File: config.mk
export PLATFORM = sky130hd
export DESIGN_NAME = trf_top
export DESIGN_NICKNAME = d
export VERILOG_FILES = /design/src/hdl/trf_pkg.sv /design/src/hdl/trf_top.sv
export SDC_FILE = /design/constraint.sdc
export NUM_CORES = 1
export LEC_CHECK = 0
export BUFFER_PORTS_ARGS = -buffer_cell sky130_fd_sc_hd__clkbuf_2
export CORE_MARGIN = 2
export CORE_UTILIZATION = 45
export CTS_CLUSTER_DIAMETER = 40
export DETAILED_ROUTE_END_ITERATION = 8
export GPL_TIMING_DRIVEN = 0
export RECOVER_POWER = 50
export SETUP_SLACK_MARGIN = 0.02
export SLEW_MARGIN = 20
export SYNTH_ARGS = -nofsm -noshare
export SYNTH_HDL_FRONTEND = slang
export SYNTH_SLANG_ARGS = --single-unit
export TNS_END_PERCENT = 5
File: constraint.sdc
create_clock -name clk_i -period 8.45 [get_ports clk_i]
set_input_delay 0.845 -clock clk_i [delete_from_list [all_inputs] [get_ports clk_i]]
set_output_delay 0.845 -clock clk_i [all_outputs]
set_load 0.01 [all_outputs]
File: src/hdl/trf_pkg.sv
// Package for the touch result filter: offsets, field positions,
// reset values, timing counts and the sample carrier type.
// Assumes a 50 MHz system clock and 16-bit registers on a plain port.
package trf_pkg;

	// ==================================================================
	// Register offsets
	localparam logic [3:0] OFF_FIRST_CONTROL = 4'h1;
	localparam logic [3:0] OFF_SECOND_CONTROL = 4'h2;
	localparam logic [3:0] OFF_THIRD_CONTROL = 4'h3;
	localparam logic [3:0] OFF_MON_HIGH_LIMIT = 4'h4;
	localparam logic [3:0] OFF_MON_LOW_LIMIT = 4'h5;
	localparam logic [3:0] OFF_MON_RESULT = 4'hc;

	// ==================================================================
	// Reset values
	localparam logic [15:0] RST_FIRST_CONTROL = 16'h0000;
	localparam logic [15:0] RST_SECOND_CONTROL = 16'h4040;
	localparam logic [15:0] RST_ZERO = 16'h0000;

	// ==================================================================
	// Field positions in the first and second control registers
	localparam int CHAN_MSB = 14;
	localparam int CHAN_LSB = 12;
	localparam int MED_MSB = 6;
	localparam int MED_LSB = 5;
	localparam int AVG_MSB = 8;
	localparam int AVG_LSB = 7;
	localparam int PORT_EN_BIT = 13;
	localparam int PORT_DATA_BIT = 12;
	localparam int PORT_DIR_BIT = 11;
	localparam int PORT_POL_BIT = 10;

	// Third control register layout.
	localparam int HI_STAT_BIT = 0;
	localparam int LO_STAT_BIT = 1;
	localparam int HI_EN_BIT = 2;
	localparam int LO_EN_BIT = 3;
	localparam int ALERT_SEL_BIT = 4;

	// Channel address codes.
	localparam logic [2:0] CHAN_BATTERY = 3'h2;
	localparam logic [2:0] CHAN_SPARE = 3'h3;

	// ==================================================================
	// Timing
	localparam int CLK_PERIOD_NS = 20;
	localparam int RANK_SORT_TIME_NS = 2000;
	localparam int SORT_CYCLES_RAW =
		(RANK_SORT_TIME_NS + CLK_PERIOD_NS - 1) / CLK_PERIOD_NS;
	localparam int SORT_CYCLES = (SORT_CYCLES_RAW < 1) ? 1 : SORT_CYCLES_RAW;

	// ==================================================================
	// Carrier for one converted sample from the sequencer.
	typedef struct packed {
		logic valid;
		logic [11:0] data;
	} trf_sample_t;

endpackage : trf_pkg

File: src/hdl/trf_top.sv
// Median/averaging filter, spare- and battery-channel limit check and port pin logic.
// Assumes the conversion sequencer runs on clk_i and delivers one-cycle
// sample strobes; the port pin comes from outside and is synchronised.
//
// Decided for this implementation: strobed register access.
`timescale 1ns/10ps

module trf_top #(
	parameter int DEPTH = 16,
	parameter int SAMPLE_W = 12
) (
	input wire logic clk_i,
	input wire logic rst_n_i,
	input wire logic [3:0] addr_i,
	input wire logic [15:0] wdata_i,
	input wire logic wr_i,
	input wire logic rd_i,
	output logic [15:0] rdata_o,
	input wire trf_pkg::trf_sample_t sample_i,
	input wire logic acquire_i,
	output logic sort_busy_o,
	output logic [SAMPLE_W-1:0] result_o,
	output logic [2:0] result_chan_o,
	output logic result_valid_o,
	output logic bat_div_en_o,
	output logic shared_interrupt_pin_n_o,
	input wire logic port_pin_i,
	output logic port_pin_o,
	output logic port_pin_oe_o
);

	// ==================================================================
	// Decoding helpers

	// Number of measurements taken for one result.
	function automatic logic [4:0] win_count(input logic [1:0] med,
		input logic [1:0] avg);
		logic [4:0] r;
		r = 5'h01;
		unique case (med)
			2'h1: r = 5'h04;
			2'h2: r = 5'h08;
			2'h3: r = 5'h10;
			2'h0: r = (avg == 2'h0) ? 5'h01 : avg_count(med, avg);
		endcase
		return r;
	endfunction : win_count

	// Number of values averaged; one when both fields are zero.
	function automatic logic [4:0] avg_count(input logic [1:0] med,
		input logic [1:0] avg);
		logic [4:0] r;
		r = 5'h02;
		unique case (avg)
			2'h0: r = (med == 2'h0) ? 5'h01 : 5'h02;
			2'h1: r = 5'h04;
			2'h2: r = 5'h08;
			2'h3: r = 5'h10;
		endcase
		return r;
	endfunction : avg_count

	// Shift that divides by the averaging count.
	function automatic logic [2:0] avg_shift(input logic [4:0] cnt);
		logic [2:0] r;
		r = 3'h0;
		for (int b = 0; b < 5; b++) begin
			if (cnt[b]) begin
				r = 3'(b);
			end
		end
		return r;
	endfunction : avg_shift

	// ==================================================================
	// Registers
	logic [15:0] first_control_reg;
	logic [15:0] second_control_reg;
	logic [15:0] mon_high_limit_reg;
	logic [15:0] mon_low_limit_reg;
	logic [SAMPLE_W-1:0] mon_result_reg;
	logic hi_stat_reg;
	logic lo_stat_reg;
	logic hi_en_reg;
	logic lo_en_reg;
	logic alert_sel_reg;
	logic pin_sync1_reg;
	logic pin_sync2_reg;

	logic [2:0] chan;
	logic [1:0] med_field;
	logic [1:0] avg_field;
	logic [4:0] m_cnt;
	logic [4:0] a_cnt;
	logic port_en;
	logic port_dir;
	logic port_pol;
	logic port_input_mode;

	assign chan = first_control_reg[trf_pkg::CHAN_MSB:trf_pkg::CHAN_LSB];
	assign med_field = second_control_reg[trf_pkg::MED_MSB:trf_pkg::MED_LSB];
	assign avg_field = second_control_reg[trf_pkg::AVG_MSB:trf_pkg::AVG_LSB];
	assign m_cnt = win_count(med_field, avg_field);
	assign a_cnt = avg_count(med_field, avg_field);
	assign port_en = second_control_reg[trf_pkg::PORT_EN_BIT];
	assign port_dir = second_control_reg[trf_pkg::PORT_DIR_BIT];
	assign port_pol = second_control_reg[trf_pkg::PORT_POL_BIT];
	assign port_input_mode = port_en & port_dir;

	logic wr_first;
	logic wr_second;
	logic wr_third;
	assign wr_first = wr_i & (addr_i == trf_pkg::OFF_FIRST_CONTROL);
	assign wr_second = wr_i & (addr_i == trf_pkg::OFF_SECOND_CONTROL);
	assign wr_third = wr_i & (addr_i == trf_pkg::OFF_THIRD_CONTROL);

	// ==================================================================
	// Filter state
	typedef enum logic [1:0] {
		ST_COLLECT,
		ST_SORT,
		ST_SUM,
		ST_WRITE
	} trf_state_t;

	trf_state_t state_reg;
	logic [SAMPLE_W-1:0] rank_reg [DEPTH];
	logic [SAMPLE_W-1:0] rank_next [DEPTH];
	logic [4:0] fill_reg;
	logic [6:0] sort_cnt_reg;
	logic [3:0] sum_idx_reg;
	logic [4:0] sum_left_reg;
	logic [SAMPLE_W+3:0] sum_reg;
	logic [DEPTH-1:0] le_vec;
	logic [4:0] ins_pos;
	logic take_sample;
	logic [SAMPLE_W-1:0] avg_value;
	logic limit_hi;
	logic limit_lo;
	logic mon_chan;

	assign take_sample = sample_i.valid & (state_reg == ST_COLLECT);
	assign mon_chan = (chan == trf_pkg::CHAN_SPARE) |
		(chan == trf_pkg::CHAN_BATTERY);
	assign avg_value = SAMPLE_W'(sum_reg >> avg_shift(a_cnt));

	// Entries not above the new sample; the sample goes behind them.
	genvar gi;
	generate
		for (gi = 0; gi < DEPTH; gi++) begin : g_rank_cmp
			assign le_vec[gi] = (5'(gi) < fill_reg) &&
				(rank_reg[gi] <= sample_i.data);
		end
	endgenerate

	// Insertion position is the count of entries at or below the sample.
	always_comb begin
		ins_pos = 5'h00;
		for (int i = 0; i < DEPTH; i++) begin
			ins_pos = ins_pos + {4'h0, le_vec[i]};
		end
	end

	// Ranked array with the new sample slotted in, larger entries moved up.
	always_comb begin
		rank_next[0] = (ins_pos == 5'h00) ? sample_i.data : rank_reg[0];
		for (int i = 1; i < DEPTH; i++) begin
			if (5'(i) < ins_pos) begin
				rank_next[i] = rank_reg[i];
			end else if (5'(i) == ins_pos) begin
				rank_next[i] = sample_i.data;
			end else begin
				rank_next[i] = rank_reg[i-1];
			end
		end
	end

	// Ranked array storage; only a taken sample changes it.
	always_ff @(posedge clk_i or negedge rst_n_i) begin
		if (!rst_n_i) begin
			for (int i = 0; i < DEPTH; i++) begin
				rank_reg[i] <= '0;
			end
		end else if (take_sample) begin
			for (int i = 0; i < DEPTH; i++) begin
				rank_reg[i] <= rank_next[i];
			end
		end
	end

	// Window sequencing: collect, hold for the sort time, then sum.
	// A write to the first control register restarts the window, so a
	// channel change never mixes samples from two inputs.
	always_ff @(posedge clk_i or negedge rst_n_i) begin
		if (!rst_n_i) begin
			state_reg <= ST_COLLECT;
			fill_reg <= 5'h00;
			sort_cnt_reg <= 7'h00;
			sum_idx_reg <= 4'h0;
			sum_left_reg <= 5'h00;
			sum_reg <= '0;
		end else if (wr_first) begin
			state_reg <= ST_COLLECT;
			fill_reg <= 5'h00;
		end else begin
			unique case (state_reg)
				ST_COLLECT: begin
					if (take_sample) begin
						fill_reg <= fill_reg + 5'h01;
						sort_cnt_reg <= 7'(trf_pkg::SORT_CYCLES);
						// Equal counts skip the sort time entirely.
						if (m_cnt != a_cnt) begin
							state_reg <= ST_SORT;
						end else if (fill_reg + 5'h01 >= m_cnt) begin
							state_reg <= ST_SUM;
						end
						sum_idx_reg <= 4'((m_cnt - a_cnt) >> 1);
						sum_left_reg <= a_cnt;
						sum_reg <= '0;
					end
				end
				ST_SORT: begin
					sort_cnt_reg <= sort_cnt_reg - 7'h01;
					if (sort_cnt_reg == 7'h01) begin
						state_reg <= (fill_reg >= m_cnt) ? ST_SUM :
							ST_COLLECT;
					end
				end
				ST_SUM: begin
					sum_reg <= sum_reg + {4'h0, rank_reg[sum_idx_reg]};
					sum_idx_reg <= sum_idx_reg + 4'h1;
					sum_left_reg <= sum_left_reg - 5'h01;
					if (sum_left_reg == 5'h01) begin
						state_reg <= ST_WRITE;
					end
				end
				ST_WRITE: begin
					state_reg <= ST_COLLECT;
					fill_reg <= 5'h00;
				end
			endcase
		end
	end

	// Finished result toward the rest of the chip; only the average leaves.
	always_ff @(posedge clk_i or negedge rst_n_i) begin
		if (!rst_n_i) begin
			result_o <= '0;
			result_chan_o <= 3'h0;
			result_valid_o <= 1'b0;
			sort_busy_o <= 1'b0;
		end else begin
			result_valid_o <= (state_reg == ST_WRITE);
			sort_busy_o <= (state_reg == ST_SORT);
			if (state_reg == ST_WRITE) begin
				result_o <= avg_value;
				result_chan_o <= chan;
			end
		end
	end

	// Monitor result register is loaded once per finished window on the spare or battery channel.
	always_ff @(posedge clk_i or negedge rst_n_i) begin
		if (!rst_n_i) begin
			mon_result_reg <= '0;
		end else if ((state_reg == ST_WRITE) && mon_chan) begin
			mon_result_reg <= avg_value;
		end
	end

	// ==================================================================
	// Limit check against the shared limits, on the fresh average.
	assign limit_hi = (state_reg == ST_WRITE) && mon_chan &&
		(avg_value > mon_high_limit_reg[SAMPLE_W-1:0]);
	assign limit_lo = (state_reg == ST_WRITE) && mon_chan &&
		(avg_value < mon_low_limit_reg[SAMPLE_W-1:0]);

	// Status bits are write-one-to-clear; a new violation wins over a clear.
	always_ff @(posedge clk_i or negedge rst_n_i) begin
		if (!rst_n_i) begin
			hi_stat_reg <= 1'b0;
			lo_stat_reg <= 1'b0;
		end else begin
			hi_stat_reg <= limit_hi | (hi_stat_reg &
				~(wr_third & wdata_i[trf_pkg::HI_STAT_BIT]));
			lo_stat_reg <= limit_lo | (lo_stat_reg &
				~(wr_third & wdata_i[trf_pkg::LO_STAT_BIT]));
		end
	end

	// Alert enables and function select.
	always_ff @(posedge clk_i or negedge rst_n_i) begin
		if (!rst_n_i) begin
			hi_en_reg <= 1'b0;
			lo_en_reg <= 1'b0;
			alert_sel_reg <= 1'b0;
		end else if (wr_third) begin
			hi_en_reg <= wdata_i[trf_pkg::HI_EN_BIT];
			lo_en_reg <= wdata_i[trf_pkg::LO_EN_BIT];
			alert_sel_reg <= wdata_i[trf_pkg::ALERT_SEL_BIT];
		end
	end

	// Interrupt pin is active low and pulled while alert select is set and an enabled status bit stands.
	always_ff @(posedge clk_i or negedge rst_n_i) begin
		if (!rst_n_i) begin
			shared_interrupt_pin_n_o <= 1'b1;
		end else begin
			shared_interrupt_pin_n_o <= ~(alert_sel_reg &
				((hi_stat_reg & hi_en_reg) |
				(lo_stat_reg & lo_en_reg)));
		end
	end

	// Divider draws current, so it follows the acquisition window only, on the battery channel with the port disabled.
	always_ff @(posedge clk_i or negedge rst_n_i) begin
		if (!rst_n_i) begin
			bat_div_en_o <= 1'b0;
		end else begin
			bat_div_en_o <= acquire_i & ~port_en &
				(chan == trf_pkg::CHAN_BATTERY);
		end
	end

	// ==================================================================
	// Port pin

	// Two-stage synchroniser for the asynchronous pin level.
	always_ff @(posedge clk_i or negedge rst_n_i) begin
		if (!rst_n_i) begin
			pin_sync1_reg <= 1'b0;
			pin_sync2_reg <= 1'b0;
		end else begin
			pin_sync1_reg <= port_pin_i;
			pin_sync2_reg <= pin_sync1_reg;
		end
	end

	// Pin drive: enabled only as a port in output direction.
	always_ff @(posedge clk_i or negedge rst_n_i) begin
		if (!rst_n_i) begin
			port_pin_o <= 1'b0;
			port_pin_oe_o <= 1'b0;
		end else begin
			port_pin_oe_o <= port_en & ~port_dir;
			port_pin_o <= port_pol ?
				second_control_reg[trf_pkg::PORT_DATA_BIT] :
				~second_control_reg[trf_pkg::PORT_DATA_BIT];
		end
	end

	// ==================================================================
	// Control registers written by the host

	always_ff @(posedge clk_i or negedge rst_n_i) begin
		if (!rst_n_i) begin
			first_control_reg <= trf_pkg::RST_FIRST_CONTROL;
		end else if (wr_first) begin
			first_control_reg <= wdata_i;
		end
	end

	// In input mode the data bit follows the pin and host writes to it
	// are dropped; the other bits still take the written value.
	always_ff @(posedge clk_i or negedge rst_n_i) begin
		if (!rst_n_i) begin
			second_control_reg <= trf_pkg::RST_SECOND_CONTROL;
		end else begin
			if (wr_second) begin
				second_control_reg <= wdata_i;
			end
			if (port_input_mode) begin
				second_control_reg[trf_pkg::PORT_DATA_BIT] <=
					port_pol ? pin_sync2_reg : ~pin_sync2_reg;
			end
		end
	end

	always_ff @(posedge clk_i or negedge rst_n_i) begin
		if (!rst_n_i) begin
			mon_high_limit_reg <= trf_pkg::RST_ZERO;
			mon_low_limit_reg <= trf_pkg::RST_ZERO;
		end else if (wr_i) begin
			if (addr_i == trf_pkg::OFF_MON_HIGH_LIMIT) begin
				mon_high_limit_reg <= wdata_i;
			end
			if (addr_i == trf_pkg::OFF_MON_LOW_LIMIT) begin
				mon_low_limit_reg <= wdata_i;
			end
		end
	end

	// Read data one cycle after the strobe; unmapped offsets read zero.
	always_ff @(posedge clk_i or negedge rst_n_i) begin
		if (!rst_n_i) begin
			rdata_o <= trf_pkg::RST_ZERO;
		end else if (rd_i) begin
			unique case (addr_i)
				trf_pkg::OFF_FIRST_CONTROL: rdata_o <= first_control_reg;
				trf_pkg::OFF_SECOND_CONTROL: rdata_o <= second_control_reg;
				trf_pkg::OFF_THIRD_CONTROL: rdata_o <= {11'h000,
					alert_sel_reg, lo_en_reg, hi_en_reg,
					lo_stat_reg, hi_stat_reg};
				trf_pkg::OFF_MON_HIGH_LIMIT: rdata_o <= mon_high_limit_reg;
				trf_pkg::OFF_MON_LOW_LIMIT: rdata_o <= mon_low_limit_reg;
				trf_pkg::OFF_MON_RESULT: rdata_o <= {4'h0, mon_result_reg};
				default: rdata_o <= trf_pkg::RST_ZERO;
			endcase
		end else begin
			rdata_o <= trf_pkg::RST_ZERO;
		end
	end

endmodule : trf_top

**Word-level counts from Yosys, hierarchy flattened**

Cells that the tools add are included.
Widths: inputs -> output; s select.

- Bits in registers: 351
- Input port bits: 39
- Output and inout port bits: 37

- Add/subtract/negate cells: 21
- Order comparisons: 52
- Equal/unequal tests: 40
- Shift operators: 1
- Multiplexer cells: 52
- Bitwise gates (word level): 43
- Reductions and logical operators: 49

Operators by type and width:

| kind | number |
|---|---|
| $mux 12 | 17 |
| $le 12x12->1 | 16 |
| $pmux 16 s6 | 1 |
| $lt 4x5->1 const A | 16 |
| $add 5x1->5 | 11 |
| $bmux 12 s4 | 1 |
| $eq 4x5->1 const A | 8 |
| $lt 3x5->1 const A | 8 |
| $pmux 5 s4 | 2 |
| $reduce_and 2->1 | 19 |
| $mux 16 | 2 |
| $pmux 16 s2 | 1 |
| $not 1->1 | 23 |
| $eq 3x5->1 const A | 4 |
| $lt 2x5->1 const A | 4 |
| $mux 5 | 4 |
| $pmux 5 s2 | 2 |
| $logic_and 1x1->1 | 19 |
| $add 16x12->16 | 1 |
| $mux 2 | 8 |
| $shr 16x3->12 | 1 |
| $and 1x1->1 | 15 |
| $lt 1x5->1 const A | 3 |
| $pmux 5 s3 | 1 |
| 44 further kinds | 71 |

**Longest topological paths before layout**

- Depth in word-level cells: 20
- Depth in mapped cells: 26

**Worst setup path after synthesis**

No wires, ideal clock.

- Path kind: input-to-reg
- Start: in sample_i[5] (netlist name)
- End: reg rank_reg[37] (netlist name)
- Library setup time: 132 ps
- Arrival time: 6714 ps
- Path slack: 1604 ps
- Cell stages on the path: 24
- Cell sequence: inv_1 ha_1 a21o_1 a21o_1 a21oi_1 nor2_1 a2111oi_0 o22ai_1 fa_1 inv_1 fa_1 inv_1 fa_1 inv_1 fa_1 ha_1 fa_1 buf_4 xor2_1 or3b_4 nor3_2 buf_6 mux2i_1 o21ai_1

- Word-level cells in the longest chain between the ends: 20
- Elaborated cells on any way between the ends: 52
- Those cells by class: add/sub (15); order compare (17); eq/ne (1); mux (1); bitwise (1); reduce/logical (17)

RTL lines:

| element | RTL line | source |
|---|---|---|
| from (decl) | trf_top.sv:19 | `input wire trf_pkg::trf_sample_t sample_i,` |
| $le 12x12->1 | trf_top.sv:152 | `(rank_reg[gi] <= sample_i.data);` |
| $logic_and 1x1->1 | trf_top.sv:151 | `assign le_vec[gi] = (5'(gi) < fill_reg) &&` |
| $add 1x1->2 | trf_top.sv:160 | `ins_pos = ins_pos + {4'h0, le_vec[i]};` |
| $add 2x1->3 | trf_top.sv:160 |  |
| $add 3x1->4 | trf_top.sv:160 |  |
| $add 4x1->5 | trf_top.sv:160 |  |
| $add 5x1->5 (10 in series) | trf_top.sv:160 |  |
| $add 5x1->5 * | trf_top.sv:160 |  |
| $lt 4x5->1 | trf_top.sv:168 | `if (5'(i) < ins_pos) begin` |
| $not 1->1 (no source line) | - |  |
| $reduce_and 2->1 (no source line) | - |  |
| to (signal, indexed assignment) | trf_top.sv:186 | `rank_reg[i] <= rank_next[i];` |
| to (decl) | trf_top.sv:127 | `logic [SAMPLE_W-1:0] rank_reg [DEPTH];` |

Mark *: on every way between the ends. The rest lies on a longest branch, timed or not.
A chain may end at the register's enable or synchronous reset.

**Worst setup path after layout**

- Start: in sample_i[2] (netlist name)
- End: reg rank_reg[71] (netlist name)

Same word-level chain as after synthesis.

==> impl_summary.log <==
[metrics] worst min-delay path category: in -> reg
[metrics] drc violations: 0
[metrics] leakage power: 12.7 nW
[metrics] share of flip-flops with an asynchronous set or reset: 100%
[metrics] result of the run: finished with violations
[metrics] failing checks: capacitance limit, slew limit
[metrics] r2r setup slk: 0.98 ns
[metrics] global-route wire length before repair: 130000 um
[metrics] area of all sequential standard cells: 8790 um2
[metrics] TritonCTS clock tree: built
[metrics] Synth top area share: 36.1%
[metrics] hold violation count in the final report: 0
[metrics] RSZ-0062 raised after global routing: false
[metrics] number of synthesized flops with an enable pin: 0
[metrics] share of the cycle needed by the critical path after routing: 97.1%
[metrics] worst-case clock skew: 0.0394 ns
[metrics] post-DR vias/cell: between 6 and 7
[metrics] family of cells with the greatest summed delay on the critical path: adder cells
[metrics] kind of capture point of the worst setup path: flip-flop
[metrics] average cell area after synthesis: 9.52 um2
[metrics] y dimension of the die: 235 um
[metrics] headroom to the max-slew limit: -167%
[metrics] IR Drop Worst-Case VDD: 0.000386 V
[metrics] number of antenna violations at the first check in global routing: 3
[metrics] Hold Path Origin: port_pin_i
[metrics] critical path, cell by cell: clkbuf_2 > inv_1 > ha_1 > o21a_1 > o21ai_0 > a211oi_1 > a2111oi_0 > o22ai_1 > fa_1 > fa_1 > fa_1 > inv_1 > fa_1 > ha_1 > fa_1 > buf_4 > and2_1 > o21ai_0 > and2_1 > clkbuf_1 > o21ai_1 > clkbuf_1 > nand2_1 > o21ai_0
[metrics] slack of the critical path: 0.247 ns
[metrics] Std-Cell Rows: 84
[metrics] Die Span X: 235 um
[metrics] total global routing overflow: 0
[metrics] Least-Margin Pin Slew: between 4 and 5 ns
[metrics] number of maximum-capacitance violations: 4
[metrics] first-iteration detailed-routing DRC count: 1797
[metrics] flop and latch count out of synthesis: around 350
[metrics] gate count of the mapped netlist: 2531
[metrics] Critical Path AT: slightly below 9 ns
[metrics] placed instance area: between 20000 and 30000 um2
[metrics] Antenna Nets Post-Route: 0
[metrics] number of buffers added by the clock tree synthesis step: 70
[metrics] Largest register FFs: 192
[metrics] Final Total Pwr: 11.6 mW
[metrics] CP bufs+invs: 6
[metrics] area grow syn2layout: 15.5%
[metrics] slowest library cell on the worst path: sky130_fd_sc_hd__inv_1
[metrics] share of final-layout standard cells stronger than drive strength 1: 13.2%
[metrics] pin count of the biggest net entering global routing: 88
[metrics] final setup violation count: 0
[metrics] Placement Setup Slack: -0.502 ns
[metrics] count leader, synth: sky130_fd_sc_hd__dfrtp_1
[metrics] Initial Utilization: between 40% and 50%
[metrics] number of filler instances in the final layout: 4775
[metrics] total count of max-transition violations in the final report: 271
[metrics] Synth top cells by count: sky130_fd_sc_hd__dfrtp_1, sky130_fd_sc_hd__nand2_1, sky130_fd_sc_hd__ha_1, sky130_fd_sc_hd__mux2i_1, sky130_fd_sc_hd__o21ai_1
[metrics] total of buffers placed on input and output ports: 73
[metrics] required time of the critical path: 8.91 ns
[metrics] first drt pass iteration count: 7
[metrics] clock-pin transition on the worst setup and hold timing paths: approximately 0.050 ns
[metrics] latest clock arrival within the worst-skew pair: 0.62 ns
[metrics] average wire per standard cell: between 20 and 25 um
[metrics] post-layout instance area: 27800 um2
[metrics] placed wire-length estimate: 63000 um
[metrics] cell types with the largest area share after synthesis: sky130_fd_sc_hd__dfrtp_1, sky130_fd_sc_hd__ha_1, sky130_fd_sc_hd__mux2i_1, sky130_fd_sc_hd__nand2_1, sky130_fd_sc_hd__mux4_2
[metrics] hold path endpoint: pin_sync1_reg
[metrics] GRT Total Usage: 30.9%
[metrics] Max Clk Rate: 122 MHz
[metrics] critical register-to-register path startpoint: rank_reg[77]
[metrics] Std-Cell Core Area: 52800 um2
[metrics] vias after detailed routing: 21100
[metrics] synthesized net count: approximately 2800
[metrics] number of cells on the worst hold path: 1
[metrics] combined area of the multi-input logic cells: between 10000 and 15000 um2
[metrics] CTS H-tree lvls: 3
[metrics] count of distinct cell types in the synthesized netlist: between 80 and 90
[metrics] Worst R2R Path Depth: 23
[metrics] I/O pins: between 70 and 80
[metrics] post-synthesis sequential area ratio: 36.5%
[metrics] cell with the most instances on the worst path: sky130_fd_sc_hd__fa_1
[metrics] Post-synth top flop: sky130_fd_sc_hd__dfrtp_1
[metrics] post-layout net count: 2992
[metrics] overall routed net length: 85300 um
[metrics] power density of the placed cells: 415 nW/um2
[metrics] Total Neg Setup Slack: 0 ns
[metrics] slowest cell delay on critical path: 0.88 ns
[metrics] area of the die: roughly 55000 um2
[metrics] synthesized area: 24100 um2
[metrics] synthesis warning total: 0
[metrics] number of clock sinks: 351
[metrics] worst reg2reg endpoint: rank_reg[71]
[metrics] clock buffer depth: 3
[metrics] most area-hungry cell type in the Yosys netlist: sky130_fd_sc_hd__dfrtp_1
[metrics] hold buffers post-CTS: 0
[metrics] CTS root buffer: sky130_fd_sc_hd__clkbuf_16
[metrics] vias in the first global route: ~21000
[metrics] worst setup path category: in -> reg
[metrics] launching element type of the critical path: input pin
[metrics] Final GP Congestion: roughly 1
[metrics] minimum clock period after layout: 8.20 ns
[metrics] maximum fanout along the worst path: 19
[timing repair]
action | in CTS | in global routing
setup endpoints to repair | 0 | 74
buffers inserted | 0 | 4
gates resized for setup | 0 | 4
[cells in the final DEF (no fill, tap or decap), types with 9 or more instances in the layout]
master,instances
sky130_fd_sc_hd__a31oi_1,12
sky130_fd_sc_hd__mux4_2,34
sky130_fd_sc_hd__a221oi_1,14
sky130_fd_sc_hd__fa_1,11
sky130_fd_sc_hd__buf_2,20
sky130_fd_sc_hd__ha_1,258
sky130_fd_sc_hd__xnor2_1,14
sky130_fd_sc_hd__nor2_1,130
sky130_fd_sc_hd__nand4_1,46
sky130_fd_sc_hd__a211oi_1,22
sky130_fd_sc_hd__a21o_1,64
sky130_fd_sc_hd__o22ai_1,45
sky130_fd_sc_hd__nor3_1,19
sky130_fd_sc_hd__nand2_1,323
sky130_fd_sc_hd__clkbuf_16,71
sky130_fd_sc_hd__mux2_2,65
sky130_fd_sc_hd__nand3_1,17
sky130_fd_sc_hd__inv_6,9
sky130_fd_sc_hd__clkbuf_1,128
sky130_fd_sc_hd__xor2_1,15
sky130_fd_sc_hd__a22oi_1,31
sky130_fd_sc_hd__clkbuf_8,9
sky130_fd_sc_hd__a21oi_1,138
sky130_fd_sc_hd__o21ai_1,142
sky130_fd_sc_hd__nand2b_1,18
sky130_fd_sc_hd__mux2i_1,171
sky130_fd_sc_hd__a21oi_2,10
sky130_fd_sc_hd__nor2b_1,33
sky130_fd_sc_hd__inv_1,100
sky130_fd_sc_hd__o21a_1,29
sky130_fd_sc_hd__clkbuf_2,70
sky130_fd_sc_hd__a222oi_1,10
sky130_fd_sc_hd__o21ai_0,133
sky130_fd_sc_hd__o211ai_1,11
sky130_fd_sc_hd__dfrtp_1,348
[worst max path at each step]
stage                     start       endpoint  slack, ns  cells after the start
finish              sample_i[2]   rank_reg[71]       0.25                     24
global route        sample_i[2]   rank_reg[75]       0.07                     24
CTS                 sample_i[1]   rank_reg[72]        0.1                     25
detailed placement  sample_i[1]   rank_reg[72]      -0.50                     25
global placement        rst_n_i  rank_reg[175]      -1.35                      1
floorplan           sample_i[5]   rank_reg[37]       1.60                     24
[final cells by class]
class	count	share of cell area, %
multi-input combinational	1927	51.4
sequential	351	31.6
clock buffer	91	6.98
tap	688	3.09
buffer	142	2.13
clock inverter	36	1.70
timing repair buffer	81	1.61
inverter	111	1.52
antenna	1	0.00899
[per-stage QoR]
| step | hold WS (ns) | utilization, % | instances |
|---|---|---|---|
| 6_report | 0.358 | 52.8 | 3428 |
| 5_1_grt | 0.338 | 52.8 | 3427 |
| 4_1_cts | 0.246 | 52.8 | 3423 |
| 3_5_place_dp | 0.346 | 48.2 | 3296 |
| 3_3_place_gp | 0.339 | 48.0 | 3292 |
| 2_1_floorplan | 0.331 | - | 2531 |
[routing by layer]
metal	global-route usage [%]	share of wire, %
met2	50.9	47
met4	18.1	6.3
met3	7.07	7.2
met5	0	0.018
met1	37.2	39
[logic make-up (layout without fill, tap and decap cells)]
| logic type | after synthesis | count (layout) | share of synthesized area, % |
|---|---|---|---|
| other cells | 0 | 1 | 0 |
| fa+ha+maj | 269 | 269 | 14.3 |
| flops | 351 | 351 | 36.5 |
| buf+inv | 253 | 461 | 4.18 |
| xor+xnor | 29 | 29 | 1.05 |
| mux | 276 | 276 | 13.8 |
| compound gates | 709 | 709 | 18.1 |
| simple gates | 644 | 644 | 12.1 |
[report_power, final]
part | total (mW) | switching, mW | leakage (nW) | internal (mW)
logic | 5.67 | 3.52 | 7.05 | 2.15
clock network | 2.85 | 0.996 | 1.18 | 1.85
registers | 3.03 | 0.760 | 4.48 | 2.27
total | 11.6 | 5.27 | 12.7 | 6.28
Power figures use the tool's default switching activity.
